### src/design/mc_pkg.sv
// constants, register map and state types for the mission control block
// assumes one 50 MHz clock shared by the link layer, the sensor and the bus slave
package mc_pkg;
  localparam int CLOCK_HZ      = 50_000_000;
  localparam int CONV_MAX_MS   = 600;
  localparam int CONV_CYCLES   = CONV_MAX_MS * (CLOCK_HZ / 1000);
  localparam int TICK_MS       = 1;
  localparam int TICK_CYCLES   = TICK_MS * (CLOCK_HZ / 1000);

  // function command codes and the dummy byte
  localparam logic [7:0] CMD_FORCE  = 8'h55;
  localparam logic [7:0] CMD_START  = 8'hcc;
  localparam logic [7:0] CMD_STOP   = 8'h33;
  localparam logic [7:0] DUMMY_BYTE = 8'hff;
  localparam int         PW_BYTES   = 8;
  localparam logic [3:0] PW_LAST    = 4'h7;

  // register byte offsets
  localparam logic [7:0] REG_CTRL   = 8'h00;
  localparam logic [7:0] REG_STATUS = 8'h04;
  localparam logic [7:0] REG_PW_LO  = 8'h08;
  localparam logic [7:0] REG_PW_HI  = 8'h0c;
  localparam logic [7:0] REG_DELAY  = 8'h10;
  localparam logic [7:0] REG_PERIOD = 8'h14;
  localparam logic [7:0] REG_TEMP   = 8'h18;
  localparam logic [7:0] REG_COUNT  = 8'h1c;
  localparam logic [7:0] REG_STAMP  = 8'h20;

  // field positions
  localparam int CTRL_PW_EN       = 0;
  localparam int CTRL_ALARM_START = 1;
  localparam int STAT_ACTIVE      = 0;
  localparam int STAT_WAIT        = 1;
  localparam int STAT_CLR         = 2;
  localparam int STAT_BUSY        = 3;
  localparam int STAT_MUTE        = 4;

  // values after reset
  localparam logic [31:0] PERIOD_RST = 32'h0000_03e8;
  localparam logic [31:0] DELAY_RST  = 32'h0000_0000;

  typedef enum logic [2:0] {CS_IDLE, CS_PW, CS_DUMMY, CS_FORCE_FF, CS_MUTE} cmd_state_t;
  typedef enum logic [2:0] {MS_OFF, MS_DELAY, MS_WAIT_ALARM, MS_FIRST, MS_RUN} mission_t;
endpackage : mc_pkg

### src/design/mc_link_if.sv
// signals between the mission controller and its password and timer helpers
// assumes all parties run on the same clock
`timescale 1ns/1ps
interface mc_link_if;
  logic        pwClear;
  logic        pwValid;
  logic [7:0]  pwByte;
  logic [63:0] pwExpect;
  logic        pwMatch;
  logic        tmrLoad;
  logic [31:0] tmrTicks;
  logic        tmrRun;
  logic        tmrExpire;
  modport ctl (output pwClear, pwValid, pwByte, pwExpect, tmrLoad, tmrTicks, tmrRun,
               input pwMatch, tmrExpire);
  modport pw  (input pwClear, pwValid, pwByte, pwExpect, output pwMatch);
  modport tmr (input tmrLoad, tmrTicks, tmrRun, output tmrExpire);
endinterface : mc_link_if

### src/design/mission_control.sv
// mission control command interpreter: forced conversion, start and stop mission
// assumes a slot layer on the same clock that delivers function bytes and asks to pull low
`timescale 1ns/1ps

module mission_control
  import mc_pkg::*;
#(
  parameter int CONV_LIMIT = CONV_CYCLES,
  parameter int TICK_LEN   = TICK_CYCLES
) (
  // clock and reset
  input  wire logic        clock,
  input  wire logic        resetn,
  // wishbone slave
  input  wire logic        wbCyc,
  input  wire logic        wbStb,
  input  wire logic        wbWe,
  input  wire logic [7:0]  wbAdr,
  input  wire logic [3:0]  wbSel,
  input  wire logic [31:0] wbDatW,
  output logic      [31:0] wbDatR,
  output logic             wbAck,
  // function bytes from the slot layer
  input  wire logic        fnByteValid,
  input  wire logic [7:0]  fnByte,
  input  wire logic        fnFirst,
  input  wire logic        busReset,
  // pull requests from the slot layer
  input  wire logic        slotPullLow,
  input  wire logic        presencePull,
  // open drain data pin
  input  wire logic        dqIn,
  output logic             dqOut,
  output logic             dqOen,
  output logic             dqSample,
  // temperature sensor
  output logic             convStart,
  input  wire logic        sensorValid,
  input  wire logic [15:0] sensorData,
  // rest of the unit
  input  wire logic        tempAlarm,
  input  wire logic        clearDone,
  output logic             logWrite,
  output logic      [15:0] logData,
  output logic             accessBlocked,
  output logic             pagesWritable,
  output logic             missionActive,
  output logic             awaitingAlarm
);
  typedef struct packed {
    cmd_state_t  cs;
    logic [7:0]  cmd;
    logic [3:0]  nb;
    mission_t    mph;
    logic        awaiting;
    logic        logCleared;
    logic        pwEn;
    logic        alarmStart;
    logic [63:0] pw;
    logic [31:0] delay;
    logic [31:0] period;
    logic [31:0] stamp;
    logic [31:0] count;
    logic [31:0] uptime;
    logic [31:0] convCnt;
    logic [15:0] temp;
    logic        convBusy;
    logic        convStart;
    logic        countIt;
    logic        logIt;
    logic        logWrite;
    logic        ack;
    logic [31:0] rdata;
    logic [1:0]  dqSync;
  } ctl_t;

  localparam ctl_t CTL_RST = '{cs: CS_IDLE, mph: MS_OFF, period: PERIOD_RST,
                               delay: DELAY_RST, default: '0};

  ctl_t st_r;
  ctl_t st_nxt;
  mc_link_if lk ();

  logic byteIn;
  logic pwOk;
  logic dummyIn;
  logic startOk;
  logic stopOk;
  logic wr;

  initial begin
    if (CONV_LIMIT < 1) $error("mission_control needs a conversion limit of one cycle or more");
  end

  pw_matcher #(.BYTES(PW_BYTES)) u_pw (
    .clock  (clock),
    .resetn (resetn),
    .lk     (lk.pw)
  );

  interval_timer #(.TICK_LEN(TICK_LEN)) u_tmr (
    .clock  (clock),
    .resetn (resetn),
    .lk     (lk.tmr)
  );

  function automatic logic [31:0] mergeSel(input logic [31:0] old, input logic [31:0] val,
                                           input logic [3:0] sel);
    logic [31:0] r;
    r = old;
    for (int i = 0; i < 4; i++) begin
      if (sel[i]) r[8*i +: 8] = val[8*i +: 8];
    end
    return r;
  endfunction : mergeSel

  // bytes arriving during a conversion are lost on purpose; reset still gets through
  assign byteIn  = fnByteValid && !st_r.convBusy && !busReset;
  assign missionActive = st_r.mph != MS_OFF;
  assign pwOk    = !st_r.pwEn || lk.pwMatch;
  assign dummyIn = byteIn && !fnFirst && st_r.cs == CS_DUMMY && fnByte == DUMMY_BYTE;
  assign startOk = dummyIn && st_r.cmd == CMD_START && !missionActive
                   && st_r.logCleared && pwOk;
  assign stopOk  = dummyIn && st_r.cmd == CMD_STOP && missionActive && pwOk;
  assign wr      = wbCyc && wbStb && wbWe && st_r.ack;

  assign lk.pwByte   = fnByte;
  assign lk.pwExpect = st_r.pw;
  assign lk.tmrRun   = st_r.mph == MS_DELAY || st_r.mph == MS_FIRST || st_r.mph == MS_RUN;

  always_comb begin
    logic startConv;
    logic cntThis;
    logic logThis;
    startConv     = 1'b0;
    cntThis       = 1'b0;
    logThis       = 1'b0;
    st_nxt           = st_r;
    st_nxt.convStart = 1'b0;
    st_nxt.logWrite  = 1'b0;
    st_nxt.uptime    = st_r.uptime + 32'h1;
    st_nxt.dqSync    = {st_r.dqSync[0], dqIn};
    lk.pwClear    = 1'b0;
    lk.pwValid    = 1'b0;
    lk.tmrLoad    = 1'b0;
    lk.tmrTicks   = st_r.period;

    // command bytes
    if (busReset) begin
      st_nxt.cs  = CS_IDLE;
      st_nxt.nb  = '0;
      lk.pwClear = 1'b1;
    end else if (byteIn && fnFirst && st_r.cs != CS_MUTE) begin
      st_nxt.cmd = fnByte;
      st_nxt.nb  = '0;
      lk.pwClear = 1'b1;
      case (fnByte)
        CMD_FORCE: st_nxt.cs = missionActive ? CS_MUTE : CS_FORCE_FF;
        CMD_START: st_nxt.cs = CS_PW;
        CMD_STOP:  st_nxt.cs = CS_PW;
        default:   st_nxt.cs = CS_IDLE;
      endcase
    end else if (byteIn && !fnFirst) begin
      case (st_r.cs)
        CS_PW: begin
          lk.pwValid = 1'b1;
          st_nxt.nb  = st_r.nb + 4'h1;
          if (st_r.nb == PW_LAST) st_nxt.cs = CS_DUMMY;
        end
        CS_FORCE_FF: begin
          if (fnByte == DUMMY_BYTE) begin
            startConv = 1'b1;
            st_nxt.cs = CS_IDLE;
          end else begin
            st_nxt.cs = CS_MUTE;
          end
        end
        CS_DUMMY: st_nxt.cs = (startOk || stopOk) ? CS_IDLE : CS_MUTE;
        default: st_nxt.cs = st_r.cs;
      endcase
    end

    // software clear of the awaiting flag only once the wait is over
    if (wr && wbAdr == REG_STATUS && wbSel[0] && wbDatW[STAT_WAIT]
        && st_r.mph != MS_WAIT_ALARM) begin
      st_nxt.awaiting = 1'b0;
    end

    // settings writes, refused during a mission
    if (wr && !missionActive) begin
      case (wbAdr)
        REG_CTRL: begin
          if (wbSel[0]) begin
            st_nxt.pwEn = wbDatW[CTRL_PW_EN];
            st_nxt.alarmStart = wbDatW[CTRL_ALARM_START];
          end
        end
        REG_PW_LO:  st_nxt.pw[31:0]  = mergeSel(st_r.pw[31:0], wbDatW, wbSel);
        REG_PW_HI:  st_nxt.pw[63:32] = mergeSel(st_r.pw[63:32], wbDatW, wbSel);
        REG_DELAY:  st_nxt.delay     = mergeSel(st_r.delay, wbDatW, wbSel);
        REG_PERIOD: st_nxt.period    = mergeSel(st_r.period, wbDatW, wbSel);
        default:    st_nxt.pwEn      = st_r.pwEn;
      endcase
    end

    // mission sequencing
    case (st_r.mph)
      MS_OFF: begin
        if (startOk) begin
          st_nxt.mph        = MS_DELAY;
          st_nxt.logCleared = 1'b0;
          st_nxt.count      = '0;
          lk.tmrLoad        = 1'b1;
          lk.tmrTicks       = st_r.delay;
        end
      end
      MS_DELAY: begin
        if (lk.tmrExpire && st_r.alarmStart) begin
          st_nxt.mph      = MS_WAIT_ALARM;
          st_nxt.awaiting = 1'b1;
        end else if (lk.tmrExpire) begin
          st_nxt.mph = MS_RUN;
          startConv  = 1'b1;
          cntThis    = 1'b1;
          logThis    = 1'b1;
          lk.tmrLoad = 1'b1;
        end
      end
      MS_WAIT_ALARM: begin
        if (tempAlarm && !st_r.convBusy) begin
          st_nxt.mph      = MS_FIRST;
          st_nxt.awaiting = 1'b0;
          startConv       = 1'b1;
          logThis         = 1'b1;
          lk.tmrLoad      = 1'b1;
        end
      end
      MS_FIRST: begin
        if (lk.tmrExpire) begin
          st_nxt.mph   = MS_RUN;
          st_nxt.stamp = st_r.uptime;
          startConv    = 1'b1;
          cntThis      = 1'b1;
          logThis      = 1'b1;
          lk.tmrLoad   = 1'b1;
        end
      end
      MS_RUN: begin
        if (lk.tmrExpire) begin
          startConv  = 1'b1;
          cntThis    = 1'b1;
          logThis    = 1'b1;
          lk.tmrLoad = 1'b1;
        end
      end
      default: st_nxt.mph = MS_OFF;
    endcase

    // stop leaves the awaiting flag as it is
    if (stopOk) st_nxt.mph = MS_OFF;

    // set wins over the clear at mission start
    if (clearDone) st_nxt.logCleared = 1'b1;

    // conversion: a sample due while busy is skipped rather than queued
    if (startConv && !st_r.convBusy) begin
      st_nxt.convBusy  = 1'b1;
      st_nxt.convStart = 1'b1;
      st_nxt.convCnt   = '0;
      st_nxt.countIt   = cntThis;
      st_nxt.logIt     = logThis;
    end else if (st_r.convBusy) begin
      if (sensorValid) begin
        st_nxt.convBusy = 1'b0;
        st_nxt.temp     = sensorData;
        st_nxt.logWrite = st_r.logIt;
        if (st_r.countIt) st_nxt.count = st_r.count + 32'h1;
      end else if (st_r.convCnt == 32'(CONV_LIMIT - 1)) begin
        st_nxt.convBusy = 1'b0;
      end else begin
        st_nxt.convCnt = st_r.convCnt + 32'h1;
      end
    end

    // bus slave: one wait state, read data caught with the ack
    st_nxt.ack = wbCyc && wbStb && !st_r.ack;
    if (st_nxt.ack) begin
      case (wbAdr)
        REG_CTRL:   st_nxt.rdata = {30'h0, st_r.alarmStart, st_r.pwEn};
        REG_STATUS: st_nxt.rdata = {27'h0, st_r.cs == CS_MUTE, st_r.convBusy,
                                    st_r.logCleared, st_r.awaiting, missionActive};
        REG_PW_LO:  st_nxt.rdata = 32'h0;
        REG_PW_HI:  st_nxt.rdata = 32'h0;
        REG_DELAY:  st_nxt.rdata = st_r.delay;
        REG_PERIOD: st_nxt.rdata = st_r.period;
        REG_TEMP:   st_nxt.rdata = {16'h0, st_r.temp};
        REG_COUNT:  st_nxt.rdata = st_r.count;
        REG_STAMP:  st_nxt.rdata = st_r.stamp;
        default:    st_nxt.rdata = 32'h0;
      endcase
    end
  end

  always_ff @(posedge clock) begin
    if (!resetn) st_r <= CTL_RST;
    else         st_r <= st_nxt;
  end

  assign wbAck         = st_r.ack;
  assign wbDatR        = st_r.rdata;
  assign convStart     = st_r.convStart;
  assign logWrite      = st_r.logWrite;
  assign logData       = st_r.temp;
  assign accessBlocked = st_r.convBusy;
  assign pagesWritable = !missionActive;
  assign awaitingAlarm = st_r.awaiting;
  assign dqSample      = st_r.dqSync[1];
  assign dqOut         = 1'b0;
  // released line reads as ones, so crc and data come out all ones
  assign dqOen = !(presencePull || (slotPullLow && st_r.cs != CS_MUTE
                                    && !st_r.convBusy));
endmodule : mission_control

### src/design/pw_matcher.sv
// collects password bytes, first byte lowest, and compares with the stored one
// assumes the controller clears it at each new command
`timescale 1ns/1ps
module pw_matcher
  import mc_pkg::*;
#(
  parameter int BYTES = PW_BYTES
) (
  // clock and reset
  input  wire logic clock,
  input  wire logic resetn,
  // link to controller
  mc_link_if.pw     lk
);
  typedef struct packed {
    logic [63:0] shift;
    logic [3:0]  cnt;
  } pw_state_t;

  pw_state_t st_r;
  pw_state_t st_nxt;

  initial begin
    if (BYTES != 8) $error("pw_matcher serves 8 password bytes only");
  end

  always_comb begin
    st_nxt = st_r;
    if (lk.pwClear) begin
      st_nxt = '0;
    end else if (lk.pwValid && st_r.cnt != 4'(BYTES)) begin
      st_nxt.shift = {lk.pwByte, st_r.shift[63:8]};
      st_nxt.cnt   = st_r.cnt + 4'h1;
    end
  end

  always_ff @(posedge clock) begin
    if (!resetn) st_r <= '0;
    else         st_r <= st_nxt;
  end

  // a short password never matches
  assign lk.pwMatch = (st_r.cnt == 4'(BYTES)) && (st_r.shift == lk.pwExpect);
endmodule : pw_matcher

### src/design/interval_timer.sv
// counts a number of ticks and pulses expire once when they have passed
// assumes load restarts it; run low freezes it
`timescale 1ns/1ps
module interval_timer
  import mc_pkg::*;
#(
  parameter int TICK_LEN = TICK_CYCLES
) (
  // clock and reset
  input  wire logic clock,
  input  wire logic resetn,
  // link to controller
  mc_link_if.tmr    lk
);
  typedef struct packed {
    logic [31:0] pre;
    logic [31:0] left;
    logic        armed;
    logic        fire;
  } tmr_state_t;

  tmr_state_t st_r;
  tmr_state_t st_nxt;

  initial begin
    if (TICK_LEN < 1) $error("interval_timer needs a tick of at least one cycle");
  end

  always_comb begin
    st_nxt      = st_r;
    st_nxt.fire = 1'b0;
    if (lk.tmrLoad) begin
      st_nxt.pre   = '0;
      st_nxt.left  = lk.tmrTicks;
      st_nxt.armed = 1'b1;
    end else if (lk.tmrRun && st_r.armed) begin
      if (st_r.left == '0) begin
        st_nxt.fire  = 1'b1;
        st_nxt.armed = 1'b0;
      end else if (st_r.pre == 32'(TICK_LEN - 1)) begin
        st_nxt.pre  = '0;
        st_nxt.left = st_r.left - 32'h1;
      end else begin
        st_nxt.pre = st_r.pre + 32'h1;
      end
    end
  end

  always_ff @(posedge clock) begin
    if (!resetn) st_r <= '0;
    else         st_r <= st_nxt;
  end

  assign lk.tmrExpire = st_r.fire;
endmodule : interval_timer

### config.mk
export PLATFORM = sky130hd
export DESIGN_NAME = mission_control
export DESIGN_NICKNAME = d
export VERILOG_FILES = /design/src/design/mc_pkg.sv /design/src/design/mc_link_if.sv /design/src/design/mission_control.sv /design/src/design/pw_matcher.sv /design/src/design/interval_timer.sv
export SDC_FILE = /design/constraint.sdc
export NUM_CORES = 1
export LEC_CHECK = 0
export BUFFER_PORTS_ARGS = -buffer_cell sky130_fd_sc_hd__buf_2
export CORE_UTILIZATION = 45
export DETAILED_ROUTE_END_ITERATION = 8
export GPL_TIMING_DRIVEN = 0
export HOLD_SLACK_MARGIN = 0.02
export PLACE_DENSITY = 0.7
export SYNTH_ARGS = -nofsm -noshare
export SYNTH_HDL_FRONTEND = slang
export SYNTH_SLANG_ARGS = --single-unit
### constraint.sdc
create_clock -name clock -period 4.55 [get_ports clock]
set_input_delay 0.6825 -clock clock [delete_from_list [all_inputs] [get_ports clock]]
set_output_delay 0.6825 -clock clock [all_outputs]
set_load 0.005 [all_outputs]
==> metrics.md <==
| Metric | Value |
|---|---|
| Final core utilization | 0.525 |
| CTS sink cnt | 468 |
| Detailed Route WL | 67,400 µm |
| Initial antenna violation count | 2 |
| Ys flop type | dfxtp_1 |
| Highest fanout seen on the critical path | 9 |
| Setup CP Type | reg -> reg |
| Switching share of power | 0.223 |
| Worst slew pin tran | 1.26 ns |
| Register area share after synthesis | 0.449 |
| Starting Density | 0.458 |
| Synth Register Bits | 468 |
| R2r setup slk | 0.81 ns |
| GRT overflow | 0 |
| Largest net degree at the start of global routing | 15 |
| Iter 0 DRT Violations | 2,119 |
| Worst-path clk slew | 0.06 ns |
| Antenna diode instance count | 0 |
| Max cap viols | 0 |
| IO Pins | 140 |
| Die H | 217 µm |
| Worst hold slack | 0.294 ns |
| Rows | 78 |
| FF-to-FF Start | u_pw.st_r[0]$_SDFFE_PP0P_ |
| Max IR drop VDD | 0.268 mV |
| Worst reg2reg path depth | 10 |
| Syn_area_per_cell | 8.11 µm² |
| Clk pwr share | 0.489 |
| # fillers | 4,262 |
| IO Port Bufs | 137 |
| Via density | 5.75 |
| Period minus WS final | 3.74 ns |
| Crit path arrival time | 4.28 ns |
| Final setup viols | 0 |
| Chip width | 217 µm |
| EDFF count, synth | 0 |
| Outcome | complete, no violations |
| P&R area growth vs syn | 14.8% |
| Multi-input logic area | 0.0105 mm² |
| CP required | 5.09 ns |
| Worst hold endpoint | st_r[331]$_SDFFE_PP0P_ |
| P_int | 6.60 mW |
| Post-CTS setup buffers | 0 |
| Detailed-route DRC error count | 0 |
| Sequential standard cell area | 0.00937 mm² |
| Asr flop ratio synth | 0 |
| Worst Hold Class | in -> reg |
| Worst r2r dst | u_tmr.st_r[24]$_SDFFE_PN0P_ |
| Period utilization | 0.823 |
| First-pass GRT wire length | 104,000 µm |
| Most frequent cells in the layout | nand2_1 (536), dfxtp_1 (468), nor2_1 (292), a21oi_1 (292), buf_2 (143) |
| Synth Net Count | 2,661 |
| Design Area, Final | 0.0239 mm² |
| Leak | 8.38 nW |
| Via Count | 19,532 |
| Core area | 0.0456 mm² |
| Setup total negative slack | 0 ns |
| Final setup skew | 0.0356 ns |
| Worst hold start | busReset |
| PwrDens | 355 mW/mm² |
| Commonest non-fill, non-tap cell in the layout | nand2_1 |
| Combinational group share of total power | 0.028 |
| Global-route usage over all layers | 0.283 |
| Post-cts gate resize count | 0 |
| Synth Instances | 2,571 |
| Yosys warning count | 0 |
| Num CTS Buffers | 49 |
| Total power | 8.49 mW |
| Headroom to the max-slew limit | 0.151 |
| Clk Latency, worst-skew pair | 0.61 ns |
| Antenna-violating nets left | 0 |
| Layout cell share with drive strength beyond 1 | 0.111 |
| Netlist Area Pre-Place | 0.0209 mm² |
| Synth unique cells | 74 |
| Crit path launch type | register |
| Hold_buf cts | 0 |
| RePlAce Congestion | 0.962 |
| Slew Viols, Final | 0 |
| Vias in the first global route | 18,228 |
| CTS max path bufs | 3 |
| NetSw | 1.89 mW |
| Final Hold Fails | 0 |
| Unrepaired setup endpoints after global routing | no |
| Final net count | 2,849 |
| Die area | 0.0472 mm² |
| Fmax | 267 MHz |
| Clock Tree Root | clkbuf_16 |
| CP Capture Type | register |
| Seq pwr share | 0.484 |
| WL/cell | 19.9 µm |
| Htree depth | 2 |
| CTS tree | yes |
| HPWL after DPL | 51,300 µm |
| Worst Hold Depth | 2 |
| DRT Pass-1 Iters | 8 |
| Placed standard-cell area | 0.0223 mm² |
## logic make-up after synthesis
logic type,count (synthesis),synth area share
xor+xnor,185,0.0777
flops,468,0.449
mux,58,0.0278
other cells,1,0.000180
compound gates,473,0.136
simple gates,1176,0.257
fa+ha+maj,8,0.00480
buf+inv,202,0.0476
## Yosys cell counts (all sizes together) (8+ instances only)
cell type	n	area, µm²
and2	19	119
a21oi	292	1460
and4	9	78.8
or2	12	75.1
nand4	57	372
a22oi	20	150
nor3	40	200
o21ai	55	275
a31oi	21	138
nor2	294	1120
dfxtp	468	9370
inv	22	82.6
ha	8	100
buf	64	473
xor2	67	587
and3	38	238
nand3	67	335
nor4	35	259
a22o	17	149
a222oi	29	290
mux2i	58	581
nand2b	9	56.3
nand2	537	2020
or3	16	105
xnor2	118	1030
clkbuf	115	432
## worst max-delay path by stage
stage,from,endpoint,slack [ns],cells after the start
finish,u_pw.st_r[0]$_SDFFE_PP0P_,u_tmr.st_r[24]$_SDFFE_PN0P_,0.81,10
global route,u_pw.st_r[0]$_SDFFE_PP0P_,u_tmr.st_r[24]$_SDFFE_PN0P_,0.75,10
CTS,u_pw.st_r[0]$_SDFFE_PP0P_,u_tmr.st_r[24]$_SDFFE_PN0P_,0.98,10
detailed placement,wbAdr[3],wbDatR[22]$_SDFFE_PN0P_,0.92,11
global placement,u_pw.st_r[0]$_SDFFE_PP0P_,u_tmr.st_r[24]$_SDFFE_PN0P_,0.98,10
floorplan,wbAdr[3],wbDatR[2]$_SDFFE_PN0P_,1.84,11
## cell type report
type,instances,share of cell area
clock buffers,68,0.0571
clock inverters,19,0.0117
repair buffers,137,0.0286
multi-input cells,1901,0.438
flip-flops and latches,468,0.391
plain buffers,179,0.0378
well taps,600,0.0314
inverters,23,0.00366
## flip-flops by register name (all words and copies together), names as in the netlist, 16 cells and up
name,count
lk.pwExpect,64
logData,16
st_r,215
u_pw.st_r,68
u_tmr.st_r,65
wbDatR,32
## stage by stage
stage / instances / setup slack (ns)
floorplan: 2571 / 1.84
global placement: 3308 / 0.982
detailed placement: 3308 / 0.924
CTS: 3395 / 0.978
global route: 3395 / 0.745
finish: 3395 / 0.806
## per-layer routing
| metal | vias up | track usage | part of all wire |
|---|---|---|---|
| met5 | - | 0 | 0.00040 |
| met4 | 4 | 0.114 | 0.036 |
| met3 | 167 | 0.0465 | 0.084 |
| met2 | 889 | 0.436 | 0.44 |
| met1 | 9311 | 0.393 | 0.44 |
| li1 | 9161 | - | - |
## worst max-delay path, cell delays in order (launching register included)
cell and delay (ns):
dfxtp_1 0.34, inv_1 0.07, ha_1 0.13, and3b_1 0.30
nand4_1 0.11, nor4_1 0.29, nand3_1 0.35, o21ai_0 0.42
nand4_1 0.73, nor2_1 0.70, a22o_1 0.23
## power by group through the flow
stage                     clock network (mW)  registers [mW]  logic [mW]
after global placement                     0            4.20       0.226
after CTS                               4.18            4.11       0.229
after floorplan                            0            4.20      0.0896
after detailed placement                   0            4.20       0.229
final                                   4.15            4.11       0.234
after global routing                    4.37            4.11       0.245
No activity file was read; power rests on OpenSTA's default activity.
